==> src/include/fpsc_defines.svh <==
// named constants for the fifo port, parity and sizing control block
`ifndef FPSC_DEFINES_SVH
`define FPSC_DEFINES_SVH

`define FPSC_DW          36
`define FPSC_LANES       4
`define FPSC_BYTE_W      9
`define FPSC_OFS_W       5
// almost-flag offsets chosen by {offset_sel_hi, offset_sel_lo}
`define FPSC_OFS_SEL_16  2'h3
`define FPSC_OFS_SEL_12  2'h2
`define FPSC_OFS_SEL_8   2'h1
`define FPSC_OFS_16      5'h10
`define FPSC_OFS_12      5'h0C
`define FPSC_OFS_8       5'h08
`define FPSC_OFS_4       5'h04
// port-B size encodings {portb_size_sel_hi, portb_size_sel_lo}
`define FPSC_SIZE_LONG   2'h0
`define FPSC_SIZE_BYTE   2'h1
`define FPSC_SIZE_WORD   2'h2
`define FPSC_SIZE_MBOX   2'h3
// byte lanes in use per size
`define FPSC_LANES_ALL   4'hF
`define FPSC_LANES_WORD  4'h3
`define FPSC_LANES_BYTE  4'h1
// position steps inside one long word
`define FPSC_POS_ZERO    2'h0
`define FPSC_POS_WORD    2'h2
`define FPSC_POS_BYTE    2'h1
// flag levels forced while the device reset pin is low
`define FPSC_FLAG_HI     1'h1
`define FPSC_FLAG_LO     1'h0

`endif

==> src/include/fpsc_pkg.sv <==
// types shared by the fifo port, parity and sizing control block
`include "fpsc_defines.svh"

package fpsc_pkg;

  typedef enum logic [1:0] {
    FPSC_SWAP_NONE  = 2'h0,
    FPSC_SWAP_BYTE  = 2'h1,
    FPSC_SWAP_WORD  = 2'h2,
    FPSC_SWAP_BOTH  = 2'h3
  } fpsc_swap_t;

  // every pin that crosses into sys_clk_i through two flops
  typedef struct packed {
    logic                  porta_clk;
    logic                  portb_clk;
    logic                  dev_rst_n;
    logic                  porta_chip_sel_n;
    logic                  porta_enable;
    logic                  porta_write_not_read;
    logic                  porta_mbox_sel;
    logic                  portb_chip_sel_n;
    logic                  portb_enable;
    logic                  portb_write_not_read;
    logic [1:0]            portb_size_sel;
    logic                  portb_endian_sel;
    logic [1:0]            swap_sel;
    logic                  odd_even_sel;
    logic                  porta_parity_gen_en;
    logic                  portb_parity_gen_en;
    logic [1:0]            offset_sel;
    logic [`FPSC_DW-1:0]   porta_data;
    logic [`FPSC_DW-1:0]   portb_data;
  } fpsc_pins_t;

  typedef struct packed {
    fpsc_pins_t              s1;
    fpsc_pins_t              s2;
    logic                    porta_clk_d;
    logic                    portb_clk_d;
    logic                    rst_n_d;
    logic [`FPSC_OFS_W-1:0]  offset;
    logic [2:0]              size_lat;
    logic [2:0]              size_app;
    fpsc_swap_t              swap;
    logic [1:0]              pos;
    logic                    mail1_n;
    logic                    mail2_n;
    logic                    af_n;
    logic                    ae_n;
    logic                    ef_n;
    logic                    ff_n;
    logic                    porta_parity_err_n_n;
    logic                    portb_parity_err_n_n;
    logic [`FPSC_DW-1:0]     adat;
    logic [`FPSC_DW-1:0]     bdat;
    logic                    aoe;
    logic                    boe;
    logic [5:0]              ops;
  } fpsc_state_t;

endpackage

==> src/include/fpsc_par_if.sv <==
// parity tree hookup between the control block and its parity trees
`timescale 1ns/1ps
`default_nettype none
`include "fpsc_defines.svh"

interface fpsc_par_if;
  logic [`FPSC_DW-1:0]    data;
  logic                   odd;
  logic [`FPSC_DW-1:0]    gen;
  logic [`FPSC_LANES-1:0] ok;
  modport calc (input data, input odd, output gen, output ok);
  modport user (output data, output odd, input gen, input ok);
endinterface

`default_nettype wire

==> src/hdl/fpsc_parity.sv <==
// four 9-bit parity trees: check each byte and regenerate its top bit
`timescale 1ns/1ps
`default_nettype none
`include "fpsc_defines.svh"

module fpsc_parity (
  fpsc_par_if.calc par
);
  genvar g;
  // one tree per byte lane; top bit of a lane is its parity bit
  generate
    for (g = 0; g < `FPSC_LANES; g++) begin : g_lane
      localparam int LO = g * `FPSC_BYTE_W;
      localparam int HI = LO + `FPSC_BYTE_W - 1;
      // odd select high wants an odd count of ones over all nine bits
      assign par.ok[g] = (^par.data[HI:LO]) == par.odd;
      assign par.gen[HI-1:LO] = par.data[HI-1:LO];
      assign par.gen[HI] = (^par.data[HI-1:LO]) ^ par.odd;
    end
  endgenerate
endmodule

`default_nettype wire

==> src/hdl/fpsc_ctrl.sv <==
// pin control of a two-port mailbox fifo: parity, reset, sizing, selects
`timescale 1ns/1ps
`default_nettype none
`include "fpsc_defines.svh"

module fpsc_ctrl
  import fpsc_pkg::*;
(
  input  wire logic                   sys_clk_i,
  input  wire logic                   rst_i,
  input  wire logic                   ce_i,
  input  wire fpsc_pins_t             pins_i,
  input  wire logic [`FPSC_DW-1:0]    mail2_data_i,
  input  wire logic [`FPSC_DW-1:0]    portb_rd_data_i,
  input  wire logic                   core_almost_full_n_i,
  input  wire logic                   core_almost_empty_n_i,
  input  wire logic                   core_empty_n_i,
  input  wire logic                   core_full_n_i,
  output logic [`FPSC_DW-1:0]         porta_data_o,
  output logic                        porta_data_oe_o,
  output logic [`FPSC_DW-1:0]         portb_data_o,
  output logic                        portb_data_oe_o,
  output logic                        porta_parity_err_n_o,
  output logic                        portb_parity_err_n_o,
  output logic [`FPSC_OFS_W-1:0]      offset_o,
  output logic [1:0]                  portb_size_o,
  output logic                        portb_endian_o,
  output fpsc_swap_t                  swap_mode_o,
  output logic                        almost_full_n_o,
  output logic                        almost_empty_n_o,
  output logic                        empty_n_o,
  output logic                        full_n_o,
  output logic                        mail1_flag_n_o,
  output logic                        mail2_flag_n_o,
  output logic                        porta_fifo_wr_o,
  output logic                        porta_mail1_wr_o,
  output logic                        porta_mail2_rd_o,
  output logic                        portb_fifo_rd_o,
  output logic                        portb_mail2_wr_o,
  output logic                        portb_mail1_rd_o
);

  fpsc_state_t            st_r;
  fpsc_state_t            st_nxt;
  fpsc_pins_t             p;
  logic                   a_rise;
  logic                   b_rise;
  logic                   in_rst;
  logic                   rst_rise;
  logic                   b_mbox;
  logic                   gen_a;
  logic                   gen_b;
  logic                   force_a;
  logic                   force_b;
  logic [`FPSC_LANES-1:0] lanes;
  logic                   a_fifo_wr;
  logic                   a_mail1_wr;
  logic                   a_mail2_rd;
  logic                   b_fifo_rd;
  logic                   b_mail2_wr;
  logic                   b_mail1_rd;

  fpsc_par_if par_a ();
  fpsc_par_if par_b ();

  fpsc_parity u_par_a (.par(par_a));
  fpsc_parity u_par_b (.par(par_b));

  // only the second sync stage is looked at; port clocks are sampled pins
  assign p        = st_r.s2;
  assign a_rise   = p.porta_clk & ~st_r.porta_clk_d;
  assign b_rise   = p.portb_clk & ~st_r.portb_clk_d;
  assign in_rst   = ~p.dev_rst_n;
  assign rst_rise = p.dev_rst_n & ~st_r.rst_n_d;
  assign b_mbox   = st_r.size_app[1:0] == `FPSC_SIZE_MBOX;

  // port decodes; reset pin low blocks every operation
  assign a_fifo_wr  = a_rise && !in_rst && !p.porta_chip_sel_n
                      && p.porta_enable && p.porta_write_not_read
                      && !p.porta_mbox_sel && st_r.ff_n;
  assign a_mail1_wr = a_rise && !in_rst && !p.porta_chip_sel_n
                      && p.porta_enable && p.porta_write_not_read
                      && p.porta_mbox_sel && st_r.mail1_n;
  assign a_mail2_rd = a_rise && !in_rst && !p.porta_chip_sel_n
                      && p.porta_enable && !p.porta_write_not_read
                      && p.porta_mbox_sel;
  assign b_mail2_wr = b_rise && !in_rst && !p.portb_chip_sel_n
                      && p.portb_enable && p.portb_write_not_read
                      && b_mbox && st_r.mail2_n;
  assign b_fifo_rd  = b_rise && !in_rst && !p.portb_chip_sel_n
                      && p.portb_enable && !p.portb_write_not_read
                      && !b_mbox && st_r.ef_n;
  assign b_mail1_rd = b_rise && !in_rst && !p.portb_chip_sel_n
                      && p.portb_enable && !p.portb_write_not_read
                      && b_mbox;

  // generation reuses the input trees, so they see outgoing read data
  assign gen_a   = !p.porta_chip_sel_n && !p.porta_write_not_read
                   && p.porta_mbox_sel && p.porta_parity_gen_en;
  assign gen_b   = !p.portb_chip_sel_n && !p.portb_write_not_read
                   && p.portb_parity_gen_en;
  assign force_a = gen_a && p.porta_enable;
  assign force_b = gen_b && p.portb_enable && b_mbox;

  assign par_a.odd  = p.odd_even_sel;
  assign par_b.odd  = p.odd_even_sel;
  assign par_a.data = gen_a ? mail2_data_i : p.porta_data;
  assign par_b.data = gen_b ? portb_rd_data_i : p.portb_data;

  // byte lanes carried by the size now in force
  always_comb begin
    case (st_r.size_app[1:0])
      `FPSC_SIZE_WORD: lanes = `FPSC_LANES_WORD;
      `FPSC_SIZE_BYTE: lanes = `FPSC_LANES_BYTE;
      default:         lanes = `FPSC_LANES_ALL;
    endcase
  end

  // next state; ce_i low keeps everything, synchronisers included
  always_comb begin
    st_nxt = st_r;
    if (ce_i) begin
      st_nxt.s1      = pins_i;
      st_nxt.s2      = st_r.s1;
      st_nxt.porta_clk_d  = p.porta_clk;
      st_nxt.portb_clk_d  = p.portb_clk;
      st_nxt.rst_n_d = p.dev_rst_n;
      st_nxt.ops     = {a_fifo_wr, a_mail1_wr, a_mail2_rd,
                        b_fifo_rd, b_mail2_wr, b_mail1_rd};
      // offset fixed on the reset pin's rising edge only
      if (rst_rise) begin
        case (p.offset_sel)
          `FPSC_OFS_SEL_16: st_nxt.offset = `FPSC_OFS_16;
          `FPSC_OFS_SEL_12: st_nxt.offset = `FPSC_OFS_12;
          `FPSC_OFS_SEL_8:  st_nxt.offset = `FPSC_OFS_8;
          default:          st_nxt.offset = `FPSC_OFS_4;
        endcase
      end
      // size and endian take two port-B edges to come into force
      if (b_rise) begin
        st_nxt.size_lat = {p.portb_endian_sel, p.portb_size_sel};
        st_nxt.size_app = st_r.size_lat;
      end
      // swap picked only on the first unit of a long word, any size
      if (b_fifo_rd) begin
        if (st_r.pos == `FPSC_POS_ZERO) begin
          st_nxt.swap = fpsc_swap_t'(p.swap_sel);
        end
        case (st_r.size_app[1:0])
          `FPSC_SIZE_WORD: st_nxt.pos = st_r.pos + `FPSC_POS_WORD;
          `FPSC_SIZE_BYTE: st_nxt.pos = st_r.pos + `FPSC_POS_BYTE;
          default:         st_nxt.pos = `FPSC_POS_ZERO;
        endcase
      end
      // a new mail1 write wins over a read landing in the same cycle
      if (b_mail1_rd) st_nxt.mail1_n = `FPSC_FLAG_HI;
      if (a_mail1_wr) st_nxt.mail1_n = `FPSC_FLAG_LO;
      if (a_mail2_rd) st_nxt.mail2_n = `FPSC_FLAG_HI;
      if (b_mail2_wr) st_nxt.mail2_n = `FPSC_FLAG_LO;
      st_nxt.af_n = core_almost_full_n_i;
      st_nxt.ae_n = core_almost_empty_n_i;
      st_nxt.ef_n = core_empty_n_i;
      st_nxt.ff_n = core_full_n_i;
      // a failing lane in use drops the flag; generation setup forces it high, on port B in mailbox size only
      st_nxt.porta_parity_err_n_n = force_a || (&par_a.ok);
      st_nxt.portb_parity_err_n_n = force_b || (&(par_b.ok | ~lanes));
      st_nxt.adat   = gen_a ? par_a.gen : mail2_data_i;
      st_nxt.bdat   = gen_b ? par_b.gen : portb_rd_data_i;
      st_nxt.aoe    = !p.porta_chip_sel_n && !p.porta_write_not_read;
      st_nxt.boe    = !p.portb_chip_sel_n && !p.portb_write_not_read;
      // the reset pin overrides flags and long-word position
      if (in_rst) begin
        st_nxt.af_n    = `FPSC_FLAG_HI;
        st_nxt.mail1_n = `FPSC_FLAG_HI;
        st_nxt.mail2_n = `FPSC_FLAG_HI;
        st_nxt.ae_n    = `FPSC_FLAG_LO;
        st_nxt.ef_n    = `FPSC_FLAG_LO;
        st_nxt.ff_n    = `FPSC_FLAG_LO;
        st_nxt.pos     = `FPSC_POS_ZERO;
      end
    end
  end

  // system reset puts the block in the device-reset picture
  always_ff @(posedge sys_clk_i) begin
    if (rst_i) begin
      st_r         <= '0;
      st_r.offset  <= `FPSC_OFS_4;
      st_r.af_n    <= `FPSC_FLAG_HI;
      st_r.mail1_n <= `FPSC_FLAG_HI;
      st_r.mail2_n <= `FPSC_FLAG_HI;
      st_r.porta_parity_err_n_n  <= `FPSC_FLAG_HI;
      st_r.portb_parity_err_n_n  <= `FPSC_FLAG_HI;
      st_r.s1.dev_rst_n <= `FPSC_FLAG_HI; // idle pin level: no false rise
      st_r.s2.dev_rst_n <= `FPSC_FLAG_HI;
      st_r.rst_n_d      <= `FPSC_FLAG_HI;
    end else begin
      st_r <= st_nxt;
    end
  end

  assign porta_data_o         = st_r.adat;
  assign porta_data_oe_o      = st_r.aoe;
  assign portb_data_o         = st_r.bdat;
  assign portb_data_oe_o      = st_r.boe;
  assign porta_parity_err_n_o = st_r.porta_parity_err_n_n;
  assign portb_parity_err_n_o = st_r.portb_parity_err_n_n;
  assign offset_o             = st_r.offset;
  assign portb_size_o         = st_r.size_app[1:0];
  assign portb_endian_o       = st_r.size_app[2];
  assign swap_mode_o          = st_r.swap;
  assign almost_full_n_o      = st_r.af_n;
  assign almost_empty_n_o     = st_r.ae_n;
  assign empty_n_o            = st_r.ef_n;
  assign full_n_o             = st_r.ff_n;
  assign mail1_flag_n_o       = st_r.mail1_n;
  assign mail2_flag_n_o       = st_r.mail2_n;
  assign {porta_fifo_wr_o, porta_mail1_wr_o, porta_mail2_rd_o,
          portb_fifo_rd_o, portb_mail2_wr_o, portb_mail1_rd_o} = st_r.ops;
endmodule

`default_nettype wire

==> config.mk <==
export PLATFORM = sky130hd
export DESIGN_NAME = fpsc_ctrl
export DESIGN_NICKNAME = d
export VERILOG_FILES = /design/src/include/fpsc_pkg.sv /design/src/include/fpsc_par_if.sv /design/src/hdl/fpsc_parity.sv /design/src/hdl/fpsc_ctrl.sv
export VERILOG_INCLUDE_DIRS = /design/src /design/src/include
export SDC_FILE = /design/constraint.sdc
export NUM_CORES = 1
export LEC_CHECK = 0
export ABC_AREA = 0
export BUFFER_PORTS_ARGS = -buffer_cell sky130_fd_sc_hd__buf_4
export CAP_MARGIN = 40
export CELL_PAD_IN_SITES_DETAIL_PLACEMENT = 1
export CELL_PAD_IN_SITES_GLOBAL_PLACEMENT = 2
export CORE_MARGIN = 3
export CORE_UTILIZATION = 36
export DETAILED_ROUTE_END_ITERATION = 8
export PLACE_DENSITY = 0.83
export SETUP_SLACK_MARGIN = 0.02
export SLEW_MARGIN = 20
export SYNTH_ARGS = -nofsm -noshare
export SYNTH_HDL_FRONTEND = slang
export SYNTH_SLANG_ARGS = --single-unit
==> constraint.sdc <==
create_clock -name sys_clk_i -period 3.9 [get_ports sys_clk_i]
set_input_delay 0.78 -clock sys_clk_i [delete_from_list [all_inputs] [get_ports sys_clk_i]]
set_output_delay 0.78 -clock sys_clk_i [all_outputs]
set_load 0.02 [all_outputs]
# --- Word level (Yosys, flattened, before mapping) ---
# Index checks and enable logic that the tools add are counted.
word_totals:
  ff_bits: 290
  latch_bits: 0
  ram_bits: 0
  rom_bits: 0
  inputBits: 171
  out_inout_bits: 98
  word_cells: 168
  mem_count: 0
op_classes:
  n_addsub: 2
  n_mul: 0
  div_mod_pow: 0
  n_lt_le_gt_ge: 0
  eq_ne: 17
  shifts: 0
  mux: 13
  bitwise: 16
  n_reduce_logical: 61
op_table:
  columns: ["operator", "count"]
  rows:
  - ["2-to-1 mux 36 bit", 4]
  - ["XOR reduction 9 bit", 8]
  - ["XOR reduction 8 bit", 8]
  - ["logical AND 1 bit", 28]
  - ["case mux 5 bit (3 select lines)", 1]
  - ["AND reduction 2 bit", 5]
  - ["== test 1 bit", 8]
  - ["== test 2 bit (second input constant)", 4]
  - ["2-to-1 mux 8 bit", 1]
  - ["case mux 4 bit (2 select lines)", 1]
  - ["AND reduction 4 bit", 2]
  - ["XOR 1 bit", 8]
  - ["zero test 1 bit", 6]
  - ["!= test 3 x 1 -> 1 bit (second input constant)", 2]
  - ["== test 2 x 1 -> 1 bit (second input constant)", 2]
  - ["2-to-1 mux 1 bit", 4]
  - ["NOT 4 bit", 1]
  - ["OR 4 bit", 1]
  - ["case mux 2 bit (2 select lines)", 1]
  - ["bitwise AND 1 bit", 3]
  - ["NOT 1 bit", 3]
  - ["AND reduction 3 bit", 1]
  - ["adder 2 x 1 -> 2 bit (second input constant)", 1]
  - ["adder 2 bit (second input constant)", 1]
  - ["4 further kinds", 5]

# --- Logic depth before layout (Yosys ltp) ---
depth:
  ltp_word: 10
  mapped_depth: 8
  mapped_depth_nobuf: 7

# --- By module ---
# Synthesis repeated with hierarchy kept, for this count alone.
hier_totals:
  hier_cells: 1366
  hier_area_um2: 13804.5
by_module_without_submodules:
  columns: ["module", "n_inst", "cells_per_inst", "area_each_um2", "seq_area_each_um2"]
  rows:
  - ["fpsc_ctrl", 1, 1238, 12490.7, 5765.5]
  - ["fpsc_parity", 2, 64, 656.9, 0.0]

# --- Worst setup path before layout ---
# OpenSTA, ideal clock, no wires.
synth_path:
  path_type: "input to register"
  start: "in portb_rd_data_i[21]"
  end: "reg st_r (netlist bit portb_parity_err_n_o)"
  setup_time_ns: 0.124
  arrival_ns: 2.006
  t_required_ns: 3.776
  slack_ns: 1.770
  stages: 7
  path_buffers: 0
  cell_sequence: "xor2_1 -> xnor3_1 -> xnor2_1 -> xor2_1 -> a211o_1 -> o21ai_1 -> a31oi_1"
synth_via:
  elab_chain_len: 6
synth_rtl:
  columns: ["element", "line", "text"]
  rows:
  - ["start: declaration", "fpsc_ctrl.sv:14", "input wire logic [`FPSC_DW-1:0] portb_rd_data_i,"]
  - ["2-to-1 mux 36 bit", "fpsc_ctrl.sv:108", "assign par_b.data = gen_b ? portb_rd_data_i : p.portb_data;"]
  - ["XOR reduction 9 bit", "fpsc_parity.sv:16", "assign par.ok[g] = (^par.data[HI:LO]) == par.odd;"]
  - ["== test 1 bit", "fpsc_parity.sv:16", null]
  - ["OR 4 bit", "fpsc_ctrl.sv:166", "st_nxt.portb_parity_err_n_n = force_b || (&(par_b.ok | ~lanes));"]
  - ["AND reduction 4 bit", "fpsc_ctrl.sv:166", null]
  - ["logical OR 1 bit", "fpsc_ctrl.sv:166", null]
  - ["end signal: assignment", "fpsc_ctrl.sv:198", "st_r <= st_nxt;"]
  - ["end: declaration", "fpsc_ctrl.sv:43", "fpsc_state_t st_r;"]
# Every way passes these cells.
# A chain may end at the register's enable or synchronous reset.

# --- Worst setup path in the final report ---
layout_path:
  start: "in ce_i"
  end: "reg st_r[89] in the netlist's numbering"
layout_via:
  elab_chain_len: 1
layout_rtl:
  columns: ["element", "line", "text"]
  rows:
  - ["start: declaration", "fpsc_ctrl.sv:11", "input wire logic ce_i,"]
  - ["AND reduction 2 bit (no line)", null, null]
# Every way passes these cells.

==> results <==
- For the pin with the worst max-slew slack, the measured transition is 1.02 ns.
- Setup violations remaining at the end of the flow were counted as 0.
- Fill cells in the final layout number around 3700.
- The synthesis-to-finish area growth is 23.8%.
- Clock skew on the completed layout was measured at 0.00689 ns.
- The initial DRC count is approximately 220.
- Of all nets on the critical path, the largest fanout is 61.
- The global-route usage over all layers is 16.4%.
- Of the cells placed in the final design, the portion with a size suffix greater than 1 is 23.5%.
- Prior to clock tree synthesis, the placed netlist has a worst setup slack of 1.20 ns.
- Timing would allow up to 452 MHz.
- The number of iterations in the first detailed-routing pass is 4.
- The number of gates resized after CTS was 0.
- Among the stages of the critical path, the cell type that occurs most often is sky130_fd_sc_hd__nor2_1.
- The smallest clock period supported by the final layout is computed as approximately 2.2 ns.
- The most used flip-flop cell after synthesis is sky130_fd_sc_hd__dfxtp_1.
- In the synthesized netlist, the number of instances is around 1200.
- The area of the mapped netlist is 12400 um2.
- The initial antenna violation count was 2.
- The detailed router placed ~8600 vias in this run.
- The required time reported for the critical path endpoint is 4.33 ns.
- Input and output buffers added on the ports amount to 266.
- The core region is 33800 um2.
- After detailed routing, the average wire length per cell comes to 16.5 um.
- The residual overflow from global routing is 0.
- The number of hold buffers added after cts is 0.
- In this run the count of I/O pins placed on the die edge is 269.
- The total CTS buffers is 36.
- In the finished design, the share of the clock period the worst path needs comes to 56.7%.
- Routability-driven placement finished with a final weighted congestion of roughly 0.75.
- The number of max-cap violations is 0.
- For the final routed database, the setup TNS stands at 0 ns.
- The share of the core filled with cells in the final layout is approximately 45%.
- The share of synthesized area in the top cell type comes to 46.5%.
- CTS saw roughly 290 sinks.
- Using the TritonRoute via totals, the vias-per-cell ratio works out to 4.61.
- Synthesis instantiated 45 different standard cells from the library.
- The first global-routing pass estimated 48400 um of wire.
- The worst hold path belongs to the class flip-flop to flip-flop.
- The starting density of the core is between 30% and 40%.
- The setup slack after layout is 1.69 ns.
- Once placement completed, the tool counted placed cells totaling 1805.
- TritonCTS built the clock tree.
- The fraction of registers with async set/reset is 0%.
- In the final design database the tool counted 1574 nets.
- The normalized max-slew margin is around a third.
- The sequential element share of the synthesized area is 46.5%.
- The highest cell delay on the worst timing path is 0.45 ns.
- The detailed-route wire length is 30800 um.
- The number of synthesized flops with an enable pin is 0.
- Across the VDD grid, the largest voltage drop is between 300 and 400 uV.
- In the post-synthesis netlist, the biggest area contributors are sky130_fd_sc_hd__dfxtp_1 (46%), sky130_fd_sc_hd__mux2i_1 (21%), sky130_fd_sc_hd__nor2_1 (8.4%).
- The number of non-filler instances in the completed layout is roughly 1900.
- The register clock-pin slew on the reported worst setup and hold paths is around 0.060 ns.
- The worst setup path is captured at a flip-flop.
- The area of the multi-input gates is 5710 um2.
- The number of max-slew violations in the final report is 0.
- The maximum root-to-sink buffer count is 3.
- The slowest stage of the critical path belongs to the cell sky130_fd_sc_hd__buf_8.
- The arrival time at the worst endpoint is 2.65 ns.
- The die is 192 um wide.
- The number of rows created at floorplan is 67.
- The die covers roughly 37000 um2.
- The startpoint type of the worst setup path is a primary input.
- The remaining routing DRC violations is 0.
- The sequential cells in the finished layout cover a total of 5770 um2.
- The clock network latency to the later pin of the worst-skew pair is 0.50 ns.
- 0 antenna diodes ended up in the layout.
- The die is 192 um tall.
- The H-tree generated during clock tree synthesis spans 2 levels.
- The number of global-route vias before repair is approximately 9000.
- Setup repair after global routing left no endpoint under its margin.
- The mean post-synth cell area is 10.1 um2.
- The final antenna-violating net count is 0.
- Walking the worst path, the cells encountered are buf_8 -> nand2_1 -> nor2_1 -> nand3_1 -> nor4b_1 -> a31oi_1 -> nor2_1.
- Power comes to approximately 0.0075 W.
- Detailed placement finished with a half-perimeter wire length of 21900 um.
- Counting flops and latches in the post-synthesis netlist gives 288.
- The Yosys step of the flow raised 0 warnings.
- The total power density per cell area is 489 nW/um2.
- The run finished with clean final reports.
- The start-to-end type of the worst setup path is primary input to flip-flop.
- The number of buffers inserted to repair setup after CTS is 0.
- The number of hold-slack violations in the final timing report was 0.
- Entering global routing, the biggest net connects 153 pins.
- Summed over all cells, the static leakage comes to 7.16 nW.
- The largest total area in the synthesized netlist belongs to sky130_fd_sc_hd__dfxtp_1.
- The clock root buffer is sky130_fd_sc_hd__clkbuf_16.
==> synth_stat cells (2+ instances only) <==
| cell | count |
|---|---|
| sky130_fd_sc_hd__a211o_1 | 4 |
| sky130_fd_sc_hd__dfxtp_1 | 288 |
| sky130_fd_sc_hd__nor2_1 | 279 |
| sky130_fd_sc_hd__buf_2 | 25 |
| sky130_fd_sc_hd__ha_1 | 8 |
| sky130_fd_sc_hd__xor2_1 | 18 |
| sky130_fd_sc_hd__nand2b_1 | 2 |
| sky130_fd_sc_hd__nor2b_1 | 4 |
| sky130_fd_sc_hd__xnor3_1 | 9 |
| sky130_fd_sc_hd__a211oi_1 | 3 |
| sky130_fd_sc_hd__xnor2_2 | 2 |
| sky130_fd_sc_hd__mux2i_1 | 265 |
| sky130_fd_sc_hd__buf_4 | 81 |
| sky130_fd_sc_hd__a31oi_1 | 2 |
| sky130_fd_sc_hd__a21oi_1 | 13 |
| sky130_fd_sc_hd__xnor2_1 | 100 |
| sky130_fd_sc_hd__nand3_1 | 7 |
| sky130_fd_sc_hd__o211ai_1 | 8 |
| sky130_fd_sc_hd__o21ai_1 | 11 |
| sky130_fd_sc_hd__xor3_1 | 2 |
| sky130_fd_sc_hd__clkbuf_1 | 42 |
| sky130_fd_sc_hd__nand4_1 | 3 |
| sky130_fd_sc_hd__buf_1 | 2 |
| sky130_fd_sc_hd__nand2_1 | 25 |
| sky130_fd_sc_hd__a41oi_1 | 2 |
| sky130_fd_sc_hd__nor4_1 | 2 |
| sky130_fd_sc_hd__inv_1 | 8 |
==> flip-flops by register name, summed over array words and instances, names as in the netlist, 2 cells and up <==
| register | count |
|---|---|
| offset_o | 3 |
| p | 91 |
| porta_data_o | 36 |
| portb_data_o | 36 |
| portb_size_o | 2 |
| st_r | 100 |
| swap_mode_o | 2 |
==> kinds of logic (layout without fill, tap and decap cells) <==
logic type | count (synthesis) | in the layout | synth area share (%)
simple gates | 330 | 330 | 10.5
xor+xnor | 131 | 131 | 10.6
compound gates | 49 | 49 | 2.49
flops | 288 | 288 | 46.5
mux | 266 | 266 | 21.5
buf+inv | 160 | 345 | 7.60
fa+ha+maj | 8 | 8 | 0.807
other cells | 1 | 2 | 0.0302
==> worst max-delay path: cells and delay by family <==
family | cells | cell delay, ns
buf+inv | 1 | 0.45
compound gates | 1 | 0.08
simple gates | 5 | 1.32
==> routing by layer <==
layer | up-vias | track usage, % | part of all wire (%) | wire length (um)
li1 | 4315 | - | - | -
met1 | 4053 | 20.4 | 44 | 13500
met2 | 189 | 27.8 | 47 | 14500
met3 | 43 | 4.84 | 7.1 | 2180
met4 | 4 | 4.09 | 1.8 | 569
met5 | - | 0 | 0.068 | 21
==> layout make-up <==
class / instances / share of cell area, %
clock inverter: 10 / 0.717
multi-input combinational: 786 / 37.1
tap: 448 / 3.65
sequential: 288 / 37.5
clock buffer: 52 / 6.98
inverter: 9 / 0.220
timing repair buffer: 274 / 13.8
==> layout by cell type, fill, tap and decap left out, drive strengths merged, types with 2 or more instances in the layout <==
| master | count |
|---|---|
| a211o | 4 |
| a211oi | 3 |
| a21oi | 13 |
| a31oi | 2 |
| a41oi | 2 |
| buf | 274 |
| bufinv | 2 |
| clkbuf | 52 |
| clkinv | 5 |
| conb | 2 |
| dfxtp | 288 |
| ha | 8 |
| inv | 11 |
| mux2i | 265 |
| nand2 | 25 |
| nand2b | 2 |
| nand3 | 7 |
| nand4 | 3 |
| nor2 | 279 |
| nor2b | 4 |
| nor4 | 2 |
| o211ai | 8 |
| o21ai | 12 |
| xnor2 | 102 |
| xnor3 | 9 |
| xor2 | 18 |
| xor3 | 2 |
==> power by group <==
part           switching (W)  internal, W  total (W)
Sequential         0.0000888      0.00309    0.00318
Clock                0.00124      0.00204    0.00327
Combinational       0.000526     0.000535    0.00106
==> worst paths after layout <==
kind	start	endpoint	slack [ns]	depth (start not counted)
max reg2reg	p[86]	porta_parity_err_n_o	1.70	6
max	ce_i	st_r[89]	1.69	7
min reg2reg	porta_fifo_wr_o	porta_fifo_wr_o	0.46	2
min	porta_fifo_wr_o	porta_fifo_wr_o	0.46	2
==> metrics by stage <==
step	hold slack, ns	cell area [um2]
2_1_floorplan	0.431	12400
3_3_place_gp	0.451	14200
3_5_place_dp	0.455	14200
4_1_cts	0.456	15400
5_1_grt	0.468	15400
6_report	0.462	15400
Note: power is estimated with default switching activity, not from simulation.
